### src/fvc_consts.svh
// constants for the frequency/voltage change control block
// Overview of operation
// - no frequency or voltage capability: fault every access
// - control survives warm reset, cold reset clears it
// - bits 51-32 hold stop-grant wait, 5ns units
// - changes move to the stored target codes
// - writing 1 to bit 16 starts a change
// - initiate bit is write-only, reads as 0
// - only the bootstrap processor acts on initiate
// - initiate write issues the frequency-change bus cycle
// - target voltage in bits 13-8, clamped to limit
// - target frequency in bits 5-0, clamped to limit
// - frequency code means 4x plus half the code
// - status shows present, startup, limit frequency codes
// - status shows voltage codes and pending bit 31
// - pending sets on initiate, clears when change done
// - status bit 56 shows voltage step size
`ifndef FVC_CONSTS_SVH
`define FVC_CONSTS_SVH

`define FVC_CTL_ADDR      32'hc0010041
`define FVC_STS_ADDR      32'hc0010042
`define FVC_CTL_RESET     64'h0000_0000_0000_0000
`define FVC_CODE_W        6
`define FVC_STP_W         20
`define FVC_STP_LSB       32
`define FVC_STP_MSB       51
`define FVC_INIT_BIT      16
`define FVC_VOLT_LSB      8
`define FVC_VOLT_MSB      13
`define FVC_FREQ_LSB      0
`define FVC_FREQ_MSB      5
`define FVC_PEND_BIT      31
`define FVC_STEP_BIT      56
`define FVC_WAIT_W        18
`define FVC_SYS_CYCLE_PS  5000
`define FVC_CLK_PERIOD_PS 40000
`define FVC_SYS_PER_CLK   (`FVC_CLK_PERIOD_PS / `FVC_SYS_CYCLE_PS)
`define FVC_STRAP_LOAD    2'h2
`define FVC_STRAP_DONE    2'h3

`endif

### src/fvc_pkg.sv
// types shared by the frequency/voltage change control block
`include "fvc_consts.svh"

package fvc_pkg;

	typedef logic [`FVC_CODE_W-1:0] code_t;

	typedef enum logic [0:0] {
		ST_IDLE   = 1'b0,
		ST_SETTLE = 1'b1
	} fsm_t;

	typedef struct packed {
		code_t      startup_freq;
		code_t      freq_limit;
		code_t      startup_volt;
		code_t      volt_limit;
		code_t      ramp_volt;
		logic       step_size;
		logic [2:0] alt_offset;
		logic       intermediate;
	} strap_t;

	typedef struct packed {
		logic [`FVC_WAIT_W-1:0] cnt;
		logic                   done;
	} timer_state_t;

	typedef struct packed {
		code_t                 tgt_freq;
		code_t                 tgt_volt;
		logic [`FVC_STP_W-1:0] stp_cnt;
		strap_t                strap_s1;
		strap_t                strap_s2;
		logic [1:0]            init_cnt;
		code_t                 present_freq;
		code_t                 present_volt;
		code_t                 apply_freq;
		code_t                 apply_volt;
		fsm_t                  state;
		logic                  pending;
		logic                  bus_cycle;
		logic                  ack;
		logic                  gp;
		logic [63:0]           rdata;
	} fvc_state_t;

endpackage : fvc_pkg

### src/fvc_settle_timer.sv
// down-counter that times the settle wait after a new frequency code
`timescale 1ns/1ps
`default_nettype none
`include "fvc_consts.svh"

module fvc_settle_timer
	import fvc_pkg::*;
(
	input  wire logic                   clk_i,
	input  wire logic                   rstn_i,
	input  wire logic                   load_i,
	input  wire logic                   abort_i,
	input  wire logic [`FVC_WAIT_W-1:0] cycles_i,
	output logic                        done_o
);
	timer_state_t st_reg;
	timer_state_t st_next;

	always_comb begin
		st_next      = st_reg;
		st_next.done = 1'b0;
		if (abort_i) begin
			st_next.cnt = '0;
		end else if (load_i) begin
			st_next.cnt = cycles_i;
		end else if (st_reg.cnt != '0) begin
			st_next.cnt  = st_reg.cnt - 1'b1;
			st_next.done = (st_reg.cnt == `FVC_WAIT_W'(1));
		end
	end

	always_ff @(posedge clk_i or negedge rstn_i) begin
		if (!rstn_i) begin
			st_reg <= '0;
		end else begin
			st_reg <= st_next;
		end
	end

	assign done_o = st_reg.done;

endmodule : fvc_settle_timer

`default_nettype wire

### src/freq_voltage_change_ctl.sv
// frequency/voltage change control and status registers
`timescale 1ns/1ps
`default_nettype none
`include "fvc_consts.svh"

module freq_voltage_change_ctl
	import fvc_pkg::*;
(
	input  wire logic          clk_i,
	input  wire logic          rstn_i,
	input  wire logic          warm_reset_i,
	input  wire logic          freq_ctl_cap_i,
	input  wire logic          volt_ctl_cap_i,
	input  wire logic          is_bsp_i,
	input  wire logic          msr_rd_i,
	input  wire logic          msr_wr_i,
	input  wire logic [31:0]   msr_addr_i,
	input  wire logic [63:0]   msr_wdata_i,
	input  wire fvc_pkg::code_t startup_freq_code_i,
	input  wire fvc_pkg::code_t freq_code_limit_i,
	input  wire fvc_pkg::code_t startup_voltage_code_i,
	input  wire fvc_pkg::code_t voltage_code_limit_i,
	input  wire fvc_pkg::code_t ramp_voltage_limit_i,
	input  wire logic          voltage_step_size_i,
	input  wire logic [2:0]    alternate_voltage_offset_i,
	input  wire logic          intermediate_state_support_i,
	output logic               msr_ack_o,
	output logic [63:0]        msr_rdata_o,
	output logic               general_protection_fault_o,
	output logic               freq_change_cycle_o,
	output logic               change_pending_o,
	output fvc_pkg::code_t     pll_freq_code_o,
	output fvc_pkg::code_t     vreg_voltage_code_o
);
	import fvc_pkg::*;

	fvc_state_t st_reg;
	fvc_state_t st_next;

	logic                   hit_ctl;
	logic                   hit_sts;
	logic                   cap_ok;
	logic                   ctl_wr;
	logic                   start;
	logic                   timer_done;
	logic [`FVC_WAIT_W-1:0] wait_cycles;
	logic [`FVC_STP_W:0]    wait_sum;
	code_t                  wr_freq;
	code_t                  wr_volt;
	strap_t                 strap_in;

	assign strap_in = '{
		startup_freq: startup_freq_code_i,
		freq_limit:   freq_code_limit_i,
		startup_volt: startup_voltage_code_i,
		volt_limit:   voltage_code_limit_i,
		ramp_volt:    ramp_voltage_limit_i,
		step_size:    voltage_step_size_i,
		alt_offset:   alternate_voltage_offset_i,
		intermediate: intermediate_state_support_i
	};

	assign hit_ctl = (msr_addr_i == `FVC_CTL_ADDR);
	assign hit_sts = (msr_addr_i == `FVC_STS_ADDR);
	assign cap_ok  = freq_ctl_cap_i | volt_ctl_cap_i;
	assign ctl_wr  = msr_wr_i & hit_ctl & cap_ok;
	// a non-bootstrap core never sees the initiate bit set
	assign start   = ctl_wr & msr_wdata_i[`FVC_INIT_BIT] & is_bsp_i & ~warm_reset_i;

	// lower voltage code means higher voltage, so the clamp is a floor on the code
	always_comb begin
		wr_freq = msr_wdata_i[`FVC_FREQ_MSB:`FVC_FREQ_LSB];
		wr_volt = msr_wdata_i[`FVC_VOLT_MSB:`FVC_VOLT_LSB];
		if (wr_freq > st_reg.strap_s2.freq_limit) begin
			wr_freq = st_reg.strap_s2.freq_limit;
		end
		if (wr_volt < st_reg.strap_s2.volt_limit) begin
			wr_volt = st_reg.strap_s2.volt_limit;
		end
	end

	// stop-grant count is in 5 ns units; round the wait up to whole clocks, never below one
	always_comb begin
		wait_sum    = {1'b0, msr_wdata_i[`FVC_STP_MSB:`FVC_STP_LSB]} + (`FVC_STP_W+1)'(`FVC_SYS_PER_CLK - 1);
		wait_cycles = `FVC_WAIT_W'(wait_sum / (`FVC_STP_W+1)'(`FVC_SYS_PER_CLK));
		if (wait_cycles == '0) begin
			wait_cycles = `FVC_WAIT_W'(1);
		end
	end

	always_comb begin
		st_next           = st_reg;
		st_next.strap_s1  = strap_in;
		st_next.strap_s2  = st_reg.strap_s1;
		st_next.ack       = 1'b0;
		st_next.gp        = 1'b0;
		st_next.bus_cycle = 1'b0;
		st_next.rdata     = '0;

		// startup codes become the present codes once the straps are through the synchroniser
		if (st_reg.init_cnt != `FVC_STRAP_DONE) begin
			st_next.init_cnt = st_reg.init_cnt + 2'h1;
		end
		if (st_reg.init_cnt == `FVC_STRAP_LOAD) begin
			st_next.present_freq = st_reg.strap_s2.startup_freq;
			st_next.present_volt = st_reg.strap_s2.startup_volt;
		end

		// other addresses belong to other register blocks and get no answer here
		if ((msr_rd_i | msr_wr_i) & (hit_ctl | hit_sts)) begin
			if (!cap_ok) begin
				st_next.gp = 1'b1;
			end else begin
				st_next.ack = 1'b1;
				if (msr_rd_i & hit_ctl) begin
					st_next.rdata = {12'h000, st_reg.stp_cnt, 15'h0000, 1'b0,
						2'b00, st_reg.tgt_volt, 2'b00, st_reg.tgt_freq};
				end else if (msr_rd_i & hit_sts) begin
					st_next.rdata = {2'b00, st_reg.strap_s2.intermediate, 1'b0, st_reg.strap_s2.alt_offset,
						st_reg.strap_s2.step_size, 2'b00, st_reg.strap_s2.volt_limit,
						2'b00, st_reg.strap_s2.startup_volt, 2'b00, st_reg.present_volt,
						st_reg.pending, 1'b0, st_reg.strap_s2.ramp_volt, 2'b00, st_reg.strap_s2.freq_limit,
						2'b00, st_reg.strap_s2.startup_freq, 2'b00, st_reg.present_freq};
				end
			end
		end

		if (ctl_wr) begin
			st_next.tgt_freq = wr_freq;
			st_next.tgt_volt = wr_volt;
			st_next.stp_cnt  = msr_wdata_i[`FVC_STP_MSB:`FVC_STP_LSB];
		end

		// warm reset aborts a change in flight but leaves the control fields alone
		if (warm_reset_i) begin
			st_next.state   = ST_IDLE;
			st_next.pending = 1'b0;
		end else begin
			case (st_reg.state)
				ST_IDLE: begin
					st_next.state = ST_IDLE;
				end
				ST_SETTLE: begin
					if (timer_done) begin
						st_next.present_freq = st_reg.apply_freq;
						st_next.present_volt = st_reg.apply_volt;
						st_next.pending      = 1'b0;
						st_next.state        = ST_IDLE;
					end
				end
				default: begin
					st_next.state = ST_IDLE;
				end
			endcase
		end

		// a new initiate restarts the wait, so set wins over the completion clear
		if (start) begin
			st_next.apply_freq = wr_freq;
			st_next.apply_volt = wr_volt;
			st_next.bus_cycle  = 1'b1;
			st_next.pending    = 1'b1;
			st_next.state      = ST_SETTLE;
		end
	end

	always_ff @(posedge clk_i or negedge rstn_i) begin
		if (!rstn_i) begin
			st_reg       <= '0;
			st_reg.state <= ST_IDLE;
		end else begin
			st_reg <= st_next;
		end
	end

	fvc_settle_timer u_settle_timer (
		.clk_i    (clk_i),
		.rstn_i   (rstn_i),
		.load_i   (start),
		.abort_i  (warm_reset_i),
		.cycles_i (wait_cycles),
		.done_o   (timer_done)
	);

	assign msr_ack_o                  = st_reg.ack;
	assign msr_rdata_o                = st_reg.rdata;
	assign general_protection_fault_o = st_reg.gp;
	assign freq_change_cycle_o        = st_reg.bus_cycle;
	assign change_pending_o           = st_reg.pending;
	assign pll_freq_code_o            = st_reg.apply_freq;
	assign vreg_voltage_code_o        = st_reg.apply_volt;
endmodule : freq_voltage_change_ctl

`default_nettype wire

### config.mk
export PLATFORM = sky130hd
export DESIGN_NAME = freq_voltage_change_ctl
export DESIGN_NICKNAME = d
export VERILOG_FILES = /design/src/fvc_pkg.sv /design/src/fvc_settle_timer.sv /design/src/freq_voltage_change_ctl.sv
export VERILOG_INCLUDE_DIRS = /design/src /design/src/src
export SDC_FILE = /design/constraint.sdc
export NUM_CORES = 1
export LEC_CHECK = 0
export ABC_AREA = 1
export BUFFER_PORTS_ARGS = -buffer_cell sky130_fd_sc_hd__buf_2
export CORE_MARGIN = 2
export CORE_UTILIZATION = 52
export DETAILED_ROUTE_END_ITERATION = 6
export GPL_TIMING_DRIVEN = 0
export PLACE_DENSITY = 0.78
export SLEW_MARGIN = 25
export SYNTH_ARGS = -nofsm -noshare
export SYNTH_HDL_FRONTEND = slang
export SYNTH_SLANG_ARGS = --single-unit
### constraint.sdc
create_clock -name clk_i -period 2.5 [get_ports clk_i]
set_input_delay 0.5 -clock clk_i [delete_from_list [all_inputs] [get_ports clk_i]]
set_output_delay 0.5 -clock clk_i [all_outputs]
set_load 0.005 [all_outputs]
==> results.sh, run 1 <==
export IMPL_grtUsageTotal_pct=23.9
export IMPL_clk_insertion_delay_late_ns=0.50
export IMPL_utilization_pct=65.1
export IMPL_globalRoute_totalOverflow=0
export IMPL_clock_sinks=204
export IMPL_r2r_end="u_settle_timer.st_reg[18]$_DFFE_PN0P_"
export IMPL_filler_cell_count=1433
export IMPL_route_antenna_remaining_nets=0
export IMPL_path_class="register to register"
export IMPL_detailroute_via_count=7189
export IMPL_layout_min_cycle_time_ns=2.18
export IMPL_synth_area_per_cell_um2=9.07
export IMPL_syn_area_um2=9220
export IMPL_whs_path_depth=1
export IMPL_reg2reg_depth=13
export IMPL_maximum_number_of_pins_on_one_net_before_global_route_repair=86
export IMPL_cts_buffers_inserted=21
export IMPL_run_status="complete, no violations"
export IMPL_post_dp_cell_area_um2=10500
export IMPL_hp_class="input port to register"
export IMPL_max_freq_mhz=459
export IMPL_cts_clk_slew_worst_paths_ns=0.07
export IMPL_asyncSetResetFlopFracSynth_pct=100
export IMPL_power_ir_vdd_worst_v=0.000488
export IMPL_final_area_um2=11300
export IMPL_top_cells_by_area_in_the_synthesized_netlist="dfrtp_1 (55%), nand2_1 (11%), buf_4 (6.3%)"
export IMPL_post_drt_wl_per_cell_um=15.0
export IMPL_core_um2=17300
export IMPL_worst_clock_skew_ns=0.0179
export IMPL_std_cell_rows=48
export IMPL_post_route_cells_drive_above_1_share_pct=27.9
export IMPL_die_w_um=137
export IMPL_cp_arrival_ns=2.57
export IMPL_hpwlAfterDp_mm=16.4
export IMPL_portBuffers=175
export IMPL_detail_route_drc_violations=0
export IMPL_violation_count_after_the_first_detailed_route_iteration=456
export IMPL_detail_route_wirelength_mm=22.1
export IMPL_cp_max_fo=6
export IMPL_yosysSeqAreaShare_pct=55.4
export IMPL_final_count_of_negative_setup_slack_endpoints=0
export IMPL_dominantRegCellSynth="dfrtp_1"
export IMPL_cts_root_buf="clkbuf_16"
export IMPL_clock_tree_htree_level_count=1
export IMPL_synth_top_cell_area_share_pct=55.4
export IMPL_boundaryPins=219
export IMPL_grt_first_pass_wirelength_mm=34.6
export IMPL_clock_path_buffers=3
export IMPL_floorplan_initialDensity_pct=53.3
export IMPL_required_ns=2.89
export IMPL_cap_violations=0
export IMPL_yosys_warn_count=0
export IMPL_crit_path_start_kind="register"
export IMPL_edff_count_synth=0
export IMPL_final_hold_violation_count=0
export IMPL_smallest_hold_slack_ns=0.105
export IMPL_timing_critical_path_to_type="register"
export IMPL_syn_instance_count=1017
export IMPL_ys_types=40
export IMPL_largest_register_ff_count=82
export IMPL_floorplan_die_area_um2=18800
export IMPL_tritoncts="done"
export IMPL_worst_hold_path_endpoint="st_next[113]$_DFF_PN0_"
export IMPL_timing_rr_start="u_settle_timer.st_reg[1]$_DFFE_PN0P_"
export IMPL_syn_to_final_growth_pct=22.2
export IMPL_ys_ff_latch=204
export IMPL_cts_repair_timing_setup_buffer_count=0
export IMPL_drt_pass1_iterations=6
export IMPL_routability_congestion=0.895
export IMPL_rsz_0062_raised_after_global_routing="no"
export IMPL_yosys_area_top_type="dfrtp_1"
export IMPL_r2r_setup_slack_ns=0.32
export IMPL_finalWorstSetupSlack_ns=0.321
export IMPL_layout_worst_path_cycle_share_pct=87.1
export IMPL_finalNetCount=1383
export IMPL_worst_hold_startpoint="startup_voltage_code_i[1]"
export IMPL_placement_setup_worst_slack_ns=0.0314
export IMPL_slew_headroom_pct=42.8
export IMPL_power_density_nw_per_um2=703
export IMPL_power_leakage_nw=5.87
export IMPL_chipHeight_um=137
export IMPL_antenna_found_initial=2
export IMPL_number_of_vias_per_cell_after_detailed_routing=4.89
export IMPL_slew_violations=0
export IMPL_grt_pass1_vias=6882
export IMPL_worstMarginPinSlew_ns=0.857
==> worst max-delay path by stage <==
| stage | startpoint | endpoint | slack, ns | depth (start not counted) |
|---|---|---|---|---|
| finish | u_settle_timer.st_reg[1]$_DFFE_PN0P_ | u_settle_timer.st_reg[18]$_DFFE_PN0P_ | 0.32 | 13 |
| detailed placement | msr_addr_i[19] | msr_rdata_o[37]$_DFF_PN0_ | 0.03 | 9 |
| floorplan | msr_addr_i[15] | u_settle_timer.st_reg[15]$_DFFE_PN0P_ | 0.64 | 12 |
| global route | u_settle_timer.st_reg[1]$_DFFE_PN0P_ | u_settle_timer.st_reg[18]$_DFFE_PN0P_ | 0.001 | 13 |
| global placement | rstn_i | msr_rdata_o[56]$_DFF_PN0_ | -2.30 | 1 |
| CTS | u_settle_timer.st_reg[1]$_DFFE_PN0P_ | u_settle_timer.st_reg[18]$_DFFE_PN0P_ | 0.24 | 13 |
==> synthesized netlist by cell type (2+ instances only) <==
cell	instances
buf_2	6
a21oi_2	25
nand2_2	4
nor2_1	123
o22ai_1	5
buf_4	77
buf_6	7
clkbuf_1	13
xnor2_1	3
ha_1	15
inv_1	79
a21oi_1	26
nand4_1	13
inv_2	4
nand3_1	30
nand3_2	2
o21ai_1	6
o21ai_0	50
nor3_2	3
o211ai_1	2
mux2i_1	12
o21a_1	2
nand2_1	276
dfrtp_1	204
nor3_1	4
xor2_1	12
==> cells by family (layout without fill, tap and decap cells) <==
group	count (synthesis)	after routing	share of synthesized area [%]
buffers and inverters	187	403	11.4
DFF	204	204	55.4
and+or+nand+nor	465	465	20.8
adders and majority gates	15	15	2.04
xor gates and xnor gates	15	15	1.42
AOI/OAI and AO/OA	118	118	7.67
other	1	14	0.0407
muxes	12	12	1.30
==> repair_timing <==
action | CTS | global route
endpoints found under the setup margin | 0 | 5
hold buffers | 1 | 0
endpoints found under the hold margin | 43 | 0
resized for setup | 0 | 1
==> critical path, stage by stage, from the launching register on <==
cell and delay [ns]:
dfrtp_1 0.43, inv_1 0.10, ha_1 0.16, inv_1 0.06
nor2_1 0.23, nand2_1 0.16, nor2_1 0.20, nand3_2 0.18
nand2_1 0.13, inv_1 0.06, nand2_1 0.18, a21oi_1 0.07
nand2_1 0.06, nand2_1 0.05
==> metrics by stage <==
step                power [mW]  setup TNS [ns]  std cells
floorplan                 4.20               0       1028
global placement          4.52         -466.59       1428
detailed placement        4.55               0       1430
CTS                       7.94               0       1469
global route              8.27               0       1471
finish                    7.92               0       1471
==> report_power, final <==
group / total (mW) / switching, mW / leakage (nW) / internal [mW]
Clock: 3.40 / 1.29 / 0.368 / 2.11
Sequential: 3.53 / 0.0913 / 2.64 / 3.44
Combinational: 0.981 / 0.609 / 2.86 / 0.372
==> layer usage <==
| metal | routed length [um] | up-vias | track usage [%] |
|---|---|---|---|
| met4 | 423 | 0 | 5.84 |
| met5 | 0 | - | 0 |
| met1 | 9440 | 3382 | 31.4 |
| met3 | 1270 | 34 | 4.44 |
| met2 | 10900 | 217 | 41.2 |
| li1 | - | 3556 | - |
==> cells in the final DEF, fill, tap and decap left out, types with 6 or more instances in the layout <==
master / count
o21ai_0: 50
inv_1: 79
o21ai_1: 6
clkbuf_16: 21
nand4_1: 13
buf_2: 180
nor2_1: 123
conb_1: 12
a21oi_1: 26
mux2i_1: 12
buf_4: 77
nand3_1: 29
nand2_1: 276
ha_1: 15
buf_6: 7
xor2_1: 12
a21oi_2: 25
dfrtp_1: 204
clkbuf_1: 16
==> layout make-up <==
type / instances / area [um2] / share of cell area (%)
inverters: 83 / 312 / 2.77
clock inverters: 9 / 158 / 1.40
clock buffers: 29 / 606 / 5.37
well taps: 225 / 282 / 2.50
multi-input cells: 637 / 3110 / 27.6
flip-flops and latches: 204 / 5100 / 45.3
plain buffers: 104 / 739 / 6.56
repair buffers: 178 / 951 / 8.44
diodes: 2 / 5.00 / 0.0444
(Power assumes the default switching activity.)
==> run 2: changes to the inputs <==
--- a/config.mk
+++ b/config.mk
@@ -10,10 +10,12 @@
 export BUFFER_PORTS_ARGS = -buffer_cell sky130_fd_sc_hd__buf_2
 export CORE_MARGIN = 2
 export CORE_UTILIZATION = 52
+export CTS_CLUSTER_DIAMETER = 100
 export DETAILED_ROUTE_END_ITERATION = 6
 export GPL_TIMING_DRIVEN = 0
 export PLACE_DENSITY = 0.78
 export SLEW_MARGIN = 25
 export SYNTH_ARGS = -nofsm -noshare
 export SYNTH_HDL_FRONTEND = slang
+export SYNTH_HIERARCHICAL = 1
 export SYNTH_SLANG_ARGS = --single-unit
==> run 2 against run 1 <==
Effect of this change:
- first-iteration DRC count increased by 6.4%
- sequential power down 3%
- synthesized area is 0.28% higher
- register-to-register slack better by 0.13 ns
- final cell count is 1.2% higher
- power shrank 3.8%
- via count increased by 0.95%
- hold slack worse by 0.0064 ns
- global-route usage is 0.11 points lower
- largest power group unchanged
==> results.sh, run 2 <==
export IMPL_run_status="complete, no violations"
export IMPL_yosys_warn_count=6
export IMPL_seqPwrFrac_pct=45.1
export IMPL_slew_violations=0
export IMPL_sw_frac_of_total_pct=24.4
export IMPL_synth_area_per_cell_um2=8.93
export IMPL_hp_class="input port to register"
export IMPL_maximum_number_of_pins_on_one_net_before_global_route_repair=99
export IMPL_clk_insertion_delay_late_ns=0.51
export IMPL_crit_path_start_kind="input port"
export IMPL_die_w_um=137
export IMPL_floorplan_initialDensity_pct=53.3
export IMPL_floorplan_die_area_um2=18900
export IMPL_top_cells_by_area_in_the_synthesized_netlist="dfrtp_1 (55%), nand2_1 (12%), buf_4 (6.6%)"
export IMPL_power_ir_vdd_worst_v=0.000540
export IMPL_max_freq_mhz=469
export IMPL_finalNetCount=1402
export IMPL_largest_register_ff_count=82
export IMPL_detail_route_drc_violations=0
export IMPL_std_cell_rows=48
export IMPL_post_route_cells_drive_above_1_share_pct=26.2
export IMPL_portBuffers=175
export IMPL_p_clk_share_pct=43.2
export IMPL_r2r_end="pll_freq_code_o[0]$_DFFE_PN0P_"
export IMPL_clock_path_buffers=3
export IMPL_timing_critical_path_to_type="register"
export IMPL_post_drt_wl_per_cell_um=14.7
export IMPL_layout_min_cycle_time_ns=2.13
export IMPL_ys_types=39
export IMPL_syn_instance_count=1035
export IMPL_grt_first_pass_wirelength_mm=34.7
export IMPL_final_area_um2=11300
export IMPL_violation_count_after_the_first_detailed_route_iteration=485
export IMPL_layout_common_cells="nand2_1 (291), dfrtp_1 (204), buf_2 (179)"
export IMPL_asyncSetResetFlopFracSynth_pct=100
export IMPL_worstMarginPinSlew_ns=0.635
export IMPL_worst_hold_path_endpoint="st_next[121]$_DFF_PN0_"
export IMPL_worst_hold_startpoint="freq_code_limit_i[3]"
export IMPL_antenna_found_initial=3
export IMPL_post_dp_cell_area_um2=10500
export IMPL_power_leakage_nw=6.00
export IMPL_final_cell_count_no_fill=1488
export IMPL_post_cts_resize_count=0
export IMPL_timing_rr_start="st_reg[123]$_DFF_PN0_"
export IMPL_boundaryPins=219
export IMPL_grt_pass1_vias=6937
export IMPL_layout_worst_path_cycle_share_pct=85.3
export IMPL_filler_cell_count=1444
export IMPL_routability_congestion=0.889
export IMPL_final_hold_violation_count=0
export IMPL_worst_clock_skew_ns=0.00568
export IMPL_syn_to_final_growth_pct=21.9
export IMPL_mostFrequentLayoutCell="nand2_1"
export IMPL_cts_root_buf="clkbuf_16"
export IMPL_dominantRegCellSynth="dfrtp_1"
export IMPL_power_density_nw_per_um2=676
export IMPL_share_comb_of_total_power_pct=11.7
export IMPL_tritoncts="done"
export IMPL_r2r_setup_slack_ns=0.45
export IMPL_clock_tree_htree_level_count=1
export IMPL_core_um2=17400
export IMPL_cp_arrival_ns=2.47
export IMPL_edff_count_synth=0
export IMPL_clock_sinks=204
export IMPL_route_antenna_remaining_nets=0
export IMPL_globalRoute_totalOverflow=0
export IMPL_yosys_area_top_type="dfrtp_1"
export IMPL_synth_top_cell_area_share_pct=55.2
export IMPL_yosysMostFrequentCell="nand2_1"
export IMPL_reg2reg_depth=11
export IMPL_detailroute_via_count=7257
export IMPL_ys_ff_latch=204
export IMPL_chipHeight_um=137
export IMPL_cts_clk_slew_worst_paths_ns=0.06
export IMPL_grtUsageTotal_pct=23.8
export IMPL_cellInternalPower_mw=5.76
export IMPL_cap_violations=0
export IMPL_detail_route_wirelength_mm=21.9
export IMPL_final_count_of_negative_setup_slack_endpoints=0
export IMPL_rsz_0062_raised_after_global_routing="no"
export IMPL_slew_headroom_pct=57.7
export IMPL_required_ns=2.84
export IMPL_syn_area_um2=9250
export IMPL_most_common_library_cells_after_synthesis="nand2_1 (291), dfrtp_1 (204), nor2_1 (94)"
export IMPL_yosysSeqAreaShare_pct=55.2
export IMPL_placed_cells=1448
export IMPL_multiInputGateArea_um2=3130
export IMPL_path_class="input port to register"
export IMPL_cp_max_fo=13
export IMPL_sequential_cell_area_um2=5100
export IMPL_number_of_vias_per_cell_after_detailed_routing=4.88
export IMPL_whs_path_depth=1
export IMPL_net_switching_power_mw=1.86
export IMPL_hpwlAfterDp_mm=16.4
export IMPL_drt_pass1_iterations=5
export IMPL_cts_buffers_inserted=22
## run 2: changes by cell type after synthesis, sizes merged, moves of 7 or more
cell   change
a21oi     +10
nor2      -20
nand2     +16
nand3     +38
xor2       -7
o21ai     -19
## run 2: power groups by stage
stage	clock, mW	sequential (mW)	combinational (mW)
2_1_floorplan	0	3.48	0.580
3_3_place_gp	0	3.49	0.852
3_5_place_dp	0	3.49	0.887
4_1_cts	3.35	3.43	0.893
5_1_grt	3.49	3.44	1.02
6_report	3.29	3.43	0.891
## run 2: cell families (layout without fill, tap and decap cells)
family | Yosys count | after routing | share of synthesized area [%]
xor+xnor | 8 | 8 | 0.758
fa+ha+maj | 15 | 15 | 2.03
compound gates | 102 | 102 | 5.66
mux | 12 | 12 | 1.30
flops | 204 | 204 | 55.2
buf+inv | 189 | 403 | 11.4
other cells | 1 | 15 | 0.0406
simple gates | 504 | 504 | 23.6
## run 2: worst max-delay path by stage
stage,slack [ns],from,depth (start not counted),to
2_1_floorplan,0.41,msr_addr_i[3],11,u_settle_timer/done_o$_DFF_PN0_
3_3_place_gp,-2.33,rstn_i,1,msr_rdata_o[29]$_DFF_PN0_
3_5_place_dp,-0.09,msr_addr_i[7],13,u_settle_timer/done_o$_DFF_PN0_
4_1_cts,0.41,msr_addr_i[7],13,u_settle_timer/done_o$_DFF_PN0_
5_1_grt,0.13,msr_addr_i[7],13,u_settle_timer/done_o$_DFF_PN0_
6_report,0.37,msr_addr_i[7],13,u_settle_timer/done_o$_DFF_PN0_
## run 2: worst max-delay path, cell delays in order
cell,delay (ns)
buf_2,0.09
inv_1,0.04
nand2_1,0.04
nor3_1,0.29
nand3_2,0.17
nor2_4,0.16
nand2_2,0.16
nor2_4,0.18
buf_4,0.23
clkbuf_1,0.32
nor2_1,0.09
nand4_1,0.10
a31oi_1,0.08
## run 2: area by class of cell
type | count | share of cell area, %
Clock inverter | 6 | 1.05
Inverter | 79 | 2.65
Multi-Input combinational cell | 653 | 27.8
Sequential cell | 204 | 45.3
Antenna cell | 3 | 0.0666
Timing Repair Buffer | 178 | 8.44
Clock buffer | 30 | 5.51
Buffer | 110 | 6.69
Tap cell | 225 | 2.50
## run 2: per-stage QoR
stage	power (mW)	hold WS, ns	setup slack [ns]	TNS (ns)	utilization, %
after global placement	4.34	0.331	-2.33	-472.48	60.2
after detailed placement	4.38	0.320	-0.0941	-0.869	60.6
final	7.62	0.0990	0.367	0	64.9
after global routing	7.94	0.0838	0.126	0	64.9
after floorplan	4.06	0.204	0.407	0	-
after CTS	7.67	0.0860	0.411	0	64.9
## run 2: what timing repair did
action                                 4_1_cts  5_1_grt
setup endpoints to repair                    0        0
endpoints found under the hold margin       10        0
hold buffers                                 1        0
setup buffers                                0        0
## run 2: per-layer routing
| layer | share of wire [%] | vias to the layer above | track usage (%) | wire, um |
|---|---|---|---|---|
| li1 | - | 3609 | - | - |
| met1 | 44 | 3397 | 33.2 | 9630 |
| met2 | 48 | 208 | 38.4 | 10500 |
| met3 | 5.2 | 43 | 4.05 | 1150 |
| met4 | 2.9 | 0 | 7.33 | 631 |
| met5 | 0 | - | 0 | 0 |
==> run 3: changes to the inputs <==
--- a/config.mk
+++ b/config.mk
@@ -6,8 +6,7 @@
 export SDC_FILE = /design/constraint.sdc
 export NUM_CORES = 1
 export LEC_CHECK = 0
-export ABC_AREA = 1
-export BUFFER_PORTS_ARGS = -buffer_cell sky130_fd_sc_hd__buf_2
+export BUFFER_PORTS_ARGS = -buffer_cell sky130_fd_sc_hd__buf_4
 export CORE_MARGIN = 2
 export CORE_UTILIZATION = 52
 export CTS_CLUSTER_DIAMETER = 100
==> run 3 against run 2 <==
Effect of this change:
- power shrank 0.49%
- global-route usage shrank 1.5 points
- flip-flop and latch count is the same
- hold slack improved by 0.015 ns
- critical endpoint is now st_reg[191]$_DFFE_PN0N_
- worst setup slack got worse by 0.20 ns
- final cell count shrank 20%
- combinational power rose by 25%
- sequential share of layout area is 0.35 points higher
- utilization up 2.5 points
- sequential power increased by 4%
==> results.sh, run 3 <==
export IMPL_path_class="register to register"
export IMPL_floorplan_initialDensity_pct=53.0
export IMPL_cts_root_buf="clkbuf_16"
export IMPL_grt_first_pass_wirelength_mm=31.5
export IMPL_boundaryPins=219
export IMPL_filler_cell_count=1286
export IMPL_yosysSeqAreaShare_pct=58.0
export IMPL_syn_to_final_growth_pct=27.1
export IMPL_maximum_number_of_pins_on_one_net_before_global_route_repair=80
export IMPL_route_antenna_remaining_nets=0
export IMPL_worst_clock_skew_ns=0.0133
export IMPL_grtUsageTotal_pct=22.4
export IMPL_yosys_warn_count=6
export IMPL_post_route_cells_drive_above_1_share_pct=34.8
export IMPL_antenna_found_initial=0
export IMPL_grt_pass1_vias=6174
export IMPL_synth_area_per_cell_um2=11.9
export IMPL_power_leakage_nw=5.58
export IMPL_syn_area_um2=8800
export IMPL_slew_headroom_pct=46.1
export IMPL_dominantRegCellSynth="dfrtp_1"
export IMPL_cp_max_fo=6
export IMPL_syn_instance_count=741
export IMPL_yosysMostFrequentCell="dfrtp_1"
export IMPL_post_drt_wl_per_cell_um=16.7
export IMPL_clock_sinks=204
export IMPL_ys_types=57
export IMPL_required_ns=2.86
export IMPL_finalNetCount=1108
export IMPL_worstMarginPinSlew_ns=0.808
export IMPL_synth_top_cell_area_share_pct=58.0
export IMPL_hp_class="input port to register"
export IMPL_report_power_total_mw=7.58
export IMPL_mostFrequentLayoutCell="buf_4"
export IMPL_hpwlAfterDp_mm=14.4
export IMPL_clock_path_buffers=3
export IMPL_tns_ns=0
export IMPL_detail_route_drc_violations=0
export IMPL_most_common_library_cells_after_synthesis="dfrtp_1 (204), nor2_1 (88), buf_4 (78)"
export IMPL_max_freq_mhz=429
export IMPL_portBuffers=175
export IMPL_power_ir_vdd_worst_v=0.000530
export IMPL_edff_count_synth=0
export IMPL_violation_count_after_the_first_detailed_route_iteration=449
export IMPL_clk_insertion_delay_late_ns=0.49
export IMPL_layout_common_cells="buf_4 (253), dfrtp_1 (204), nor2_1 (88)"
export IMPL_ys_ff_latch=204
export IMPL_rsz_0062_raised_after_global_routing="no"
export IMPL_detailroute_via_count=6138
export IMPL_power_density_nw_per_um2=678
export IMPL_layout_min_cycle_time_ns=2.33
export IMPL_slew_violations=0
export IMPL_layout_worst_path_cycle_share_pct=93.2
export IMPL_cap_violations=0
export IMPL_number_of_vias_per_cell_after_detailed_routing=5.16
export IMPL_final_count_of_negative_setup_slack_endpoints=0
export IMPL_tritoncts="done"
export IMPL_detail_route_wirelength_mm=19.8
export IMPL_globalRoute_totalOverflow=0
export IMPL_std_cell_rows=47
export IMPL_drt_pass1_iterations=7
export IMPL_die_w_um=134
export IMPL_chipHeight_um=134
export IMPL_smallest_hold_slack_ns=0.114
export IMPL_crit_path_start_kind="register"
export IMPL_largest_register_ff_count=82
export IMPL_timing_critical_path_to_type="register"
export IMPL_asyncSetResetFlopFracSynth_pct=100
export IMPL_run_status="complete, no violations"
export IMPL_cp_arrival_ns=2.69
export IMPL_top_cells_by_area_in_the_synthesized_netlist="dfrtp_1 (58%), buf_4 (6.7%), nor2_1 (3.8%)"
export IMPL_clock_tree_htree_level_count=1
export IMPL_cts_buffers_inserted=21
export IMPL_routability_congestion=0.860
export IMPL_yosys_area_top_type="dfrtp_1"
export IMPL_final_hold_violation_count=0
export IMPL_cts_clk_slew_worst_paths_ns=0.06
export IMPL_core_um2=16600
export IMPL_floorplan_die_area_um2=18000
run 3: changes by cell type after synthesis, sizes merged, moves of 17 or more:
| cell | change |
|---|---|
| nand2 | -263 |
| and2 | +22 |
| inv | -58 |
| nor2 | -17 |
| mux2 | +20 |
| a22oi | +32 |
| nand3 | -60 |
| o21ai | -28 |
run 3: routing by layer:
layer / routed length [um] / vias to the layer above / global-route usage (%)
li1: - / 2878 / -
met1: 8280 / 3011 / 30.1
met2: 9920 / 216 / 38.3
met3: 1230 / 33 / 3.10
met4: 378 / 0 / 6.43
met5: 0 / - / 0
run 3: what timing repair did:
| action | 4_1_cts | 5_1_grt |
|---|---|---|
| setup endpoints to repair | 18 | 18 |
| pin swaps | 1 | 0 |
| hold buffers | 1 | 0 |
| endpoints found under the hold margin | 66 | 0 |
| gates resized for setup | 0 | 5 |
| buffers inserted | 1 | 0 |
run 3: critical path, cell delays in order, from the launching register on:
cell and delay (ns):
dfrtp_1 0.37, inv_1 0.05, ha_1 0.29, a211oi_1 0.22, nor2_1 0.09, o31ai_2 0.67, mux2i_1 0.39, a21oi_1 0.11
run 3: where the power goes:
group          switching [mW]  total [mW]  internal (mW)  leakage (nW)
clock                    1.21        2.89           1.67         0.311
sequential              0.136        3.58           3.44          2.64
combinational           0.602        1.11          0.513          2.63
run 3: area by class of cell:
type / count / area, um2 / area share [%]
clock buffers: 31 / 603 / 5.39
diodes: 1 / 2.50 / 0.0224
flip-flops and latches: 204 / 5100 / 45.7
plain buffers: 99 / 703 / 6.29
repair buffers: 179 / 1390 / 12.5
multi-input cells: 428 / 2980 / 26.7
well taps: 220 / 275 / 2.46
clock inverters: 6 / 38.8 / 0.347
inverters: 21 / 78.8 / 0.705
run 3: cells by family (layout without fill, tap and decap cells):
group / after synthesis / after routing / share of synthesized area (%)
simple gates: 217 / 217 / 13.8
flops: 204 / 204 / 58.0
buf+inv: 120 / 336 / 8.83
compound gates: 108 / 108 / 8.53
mux: 46 / 46 / 5.52
xor+xnor: 30 / 30 / 3.07
fa+ha+maj: 15 / 15 / 2.13
other cells: 1 / 13 / 0.0426
run 3: path summary, 6_finish.rpt:
path,start,cells past startpoint,slack [ns],end
worst max-delay path,st_reg[121]$_DFF_PN0_,7,0.17,st_reg[191]$_DFFE_PN0N_
worst min-delay path,voltage_code_limit_i[3],1,0.11,st_next[109]$_DFF_PN0_
worst max register to register,st_reg[121]$_DFF_PN0_,7,0.17,st_reg[191]$_DFFE_PN0N_
worst min register to register,st_next[127]$_DFF_PN0_,0,0.34,st_reg[127]$_DFF_PN0_
max in group asynchronous,rstn_i,4,0.89,st_reg[114]$_DFF_PN0_
min in group asynchronous,rstn_i,2,0.55,st_next[119]$_DFF_PN0_
run 3: per-stage QoR:
stage	cell area [um2]	util, %	setup WS, ns	std cells
2_1_floorplan	8850	-	0.0205	752
3_3_place_gp	10400	62.9	-0.767	1147
3_5_place_dp	10500	63.3	-0.758	1149
4_1_cts	11200	67.3	0.0313	1188
5_1_grt	11200	67.4	0.0106	1188
6_report	11200	67.4	0.170	1189
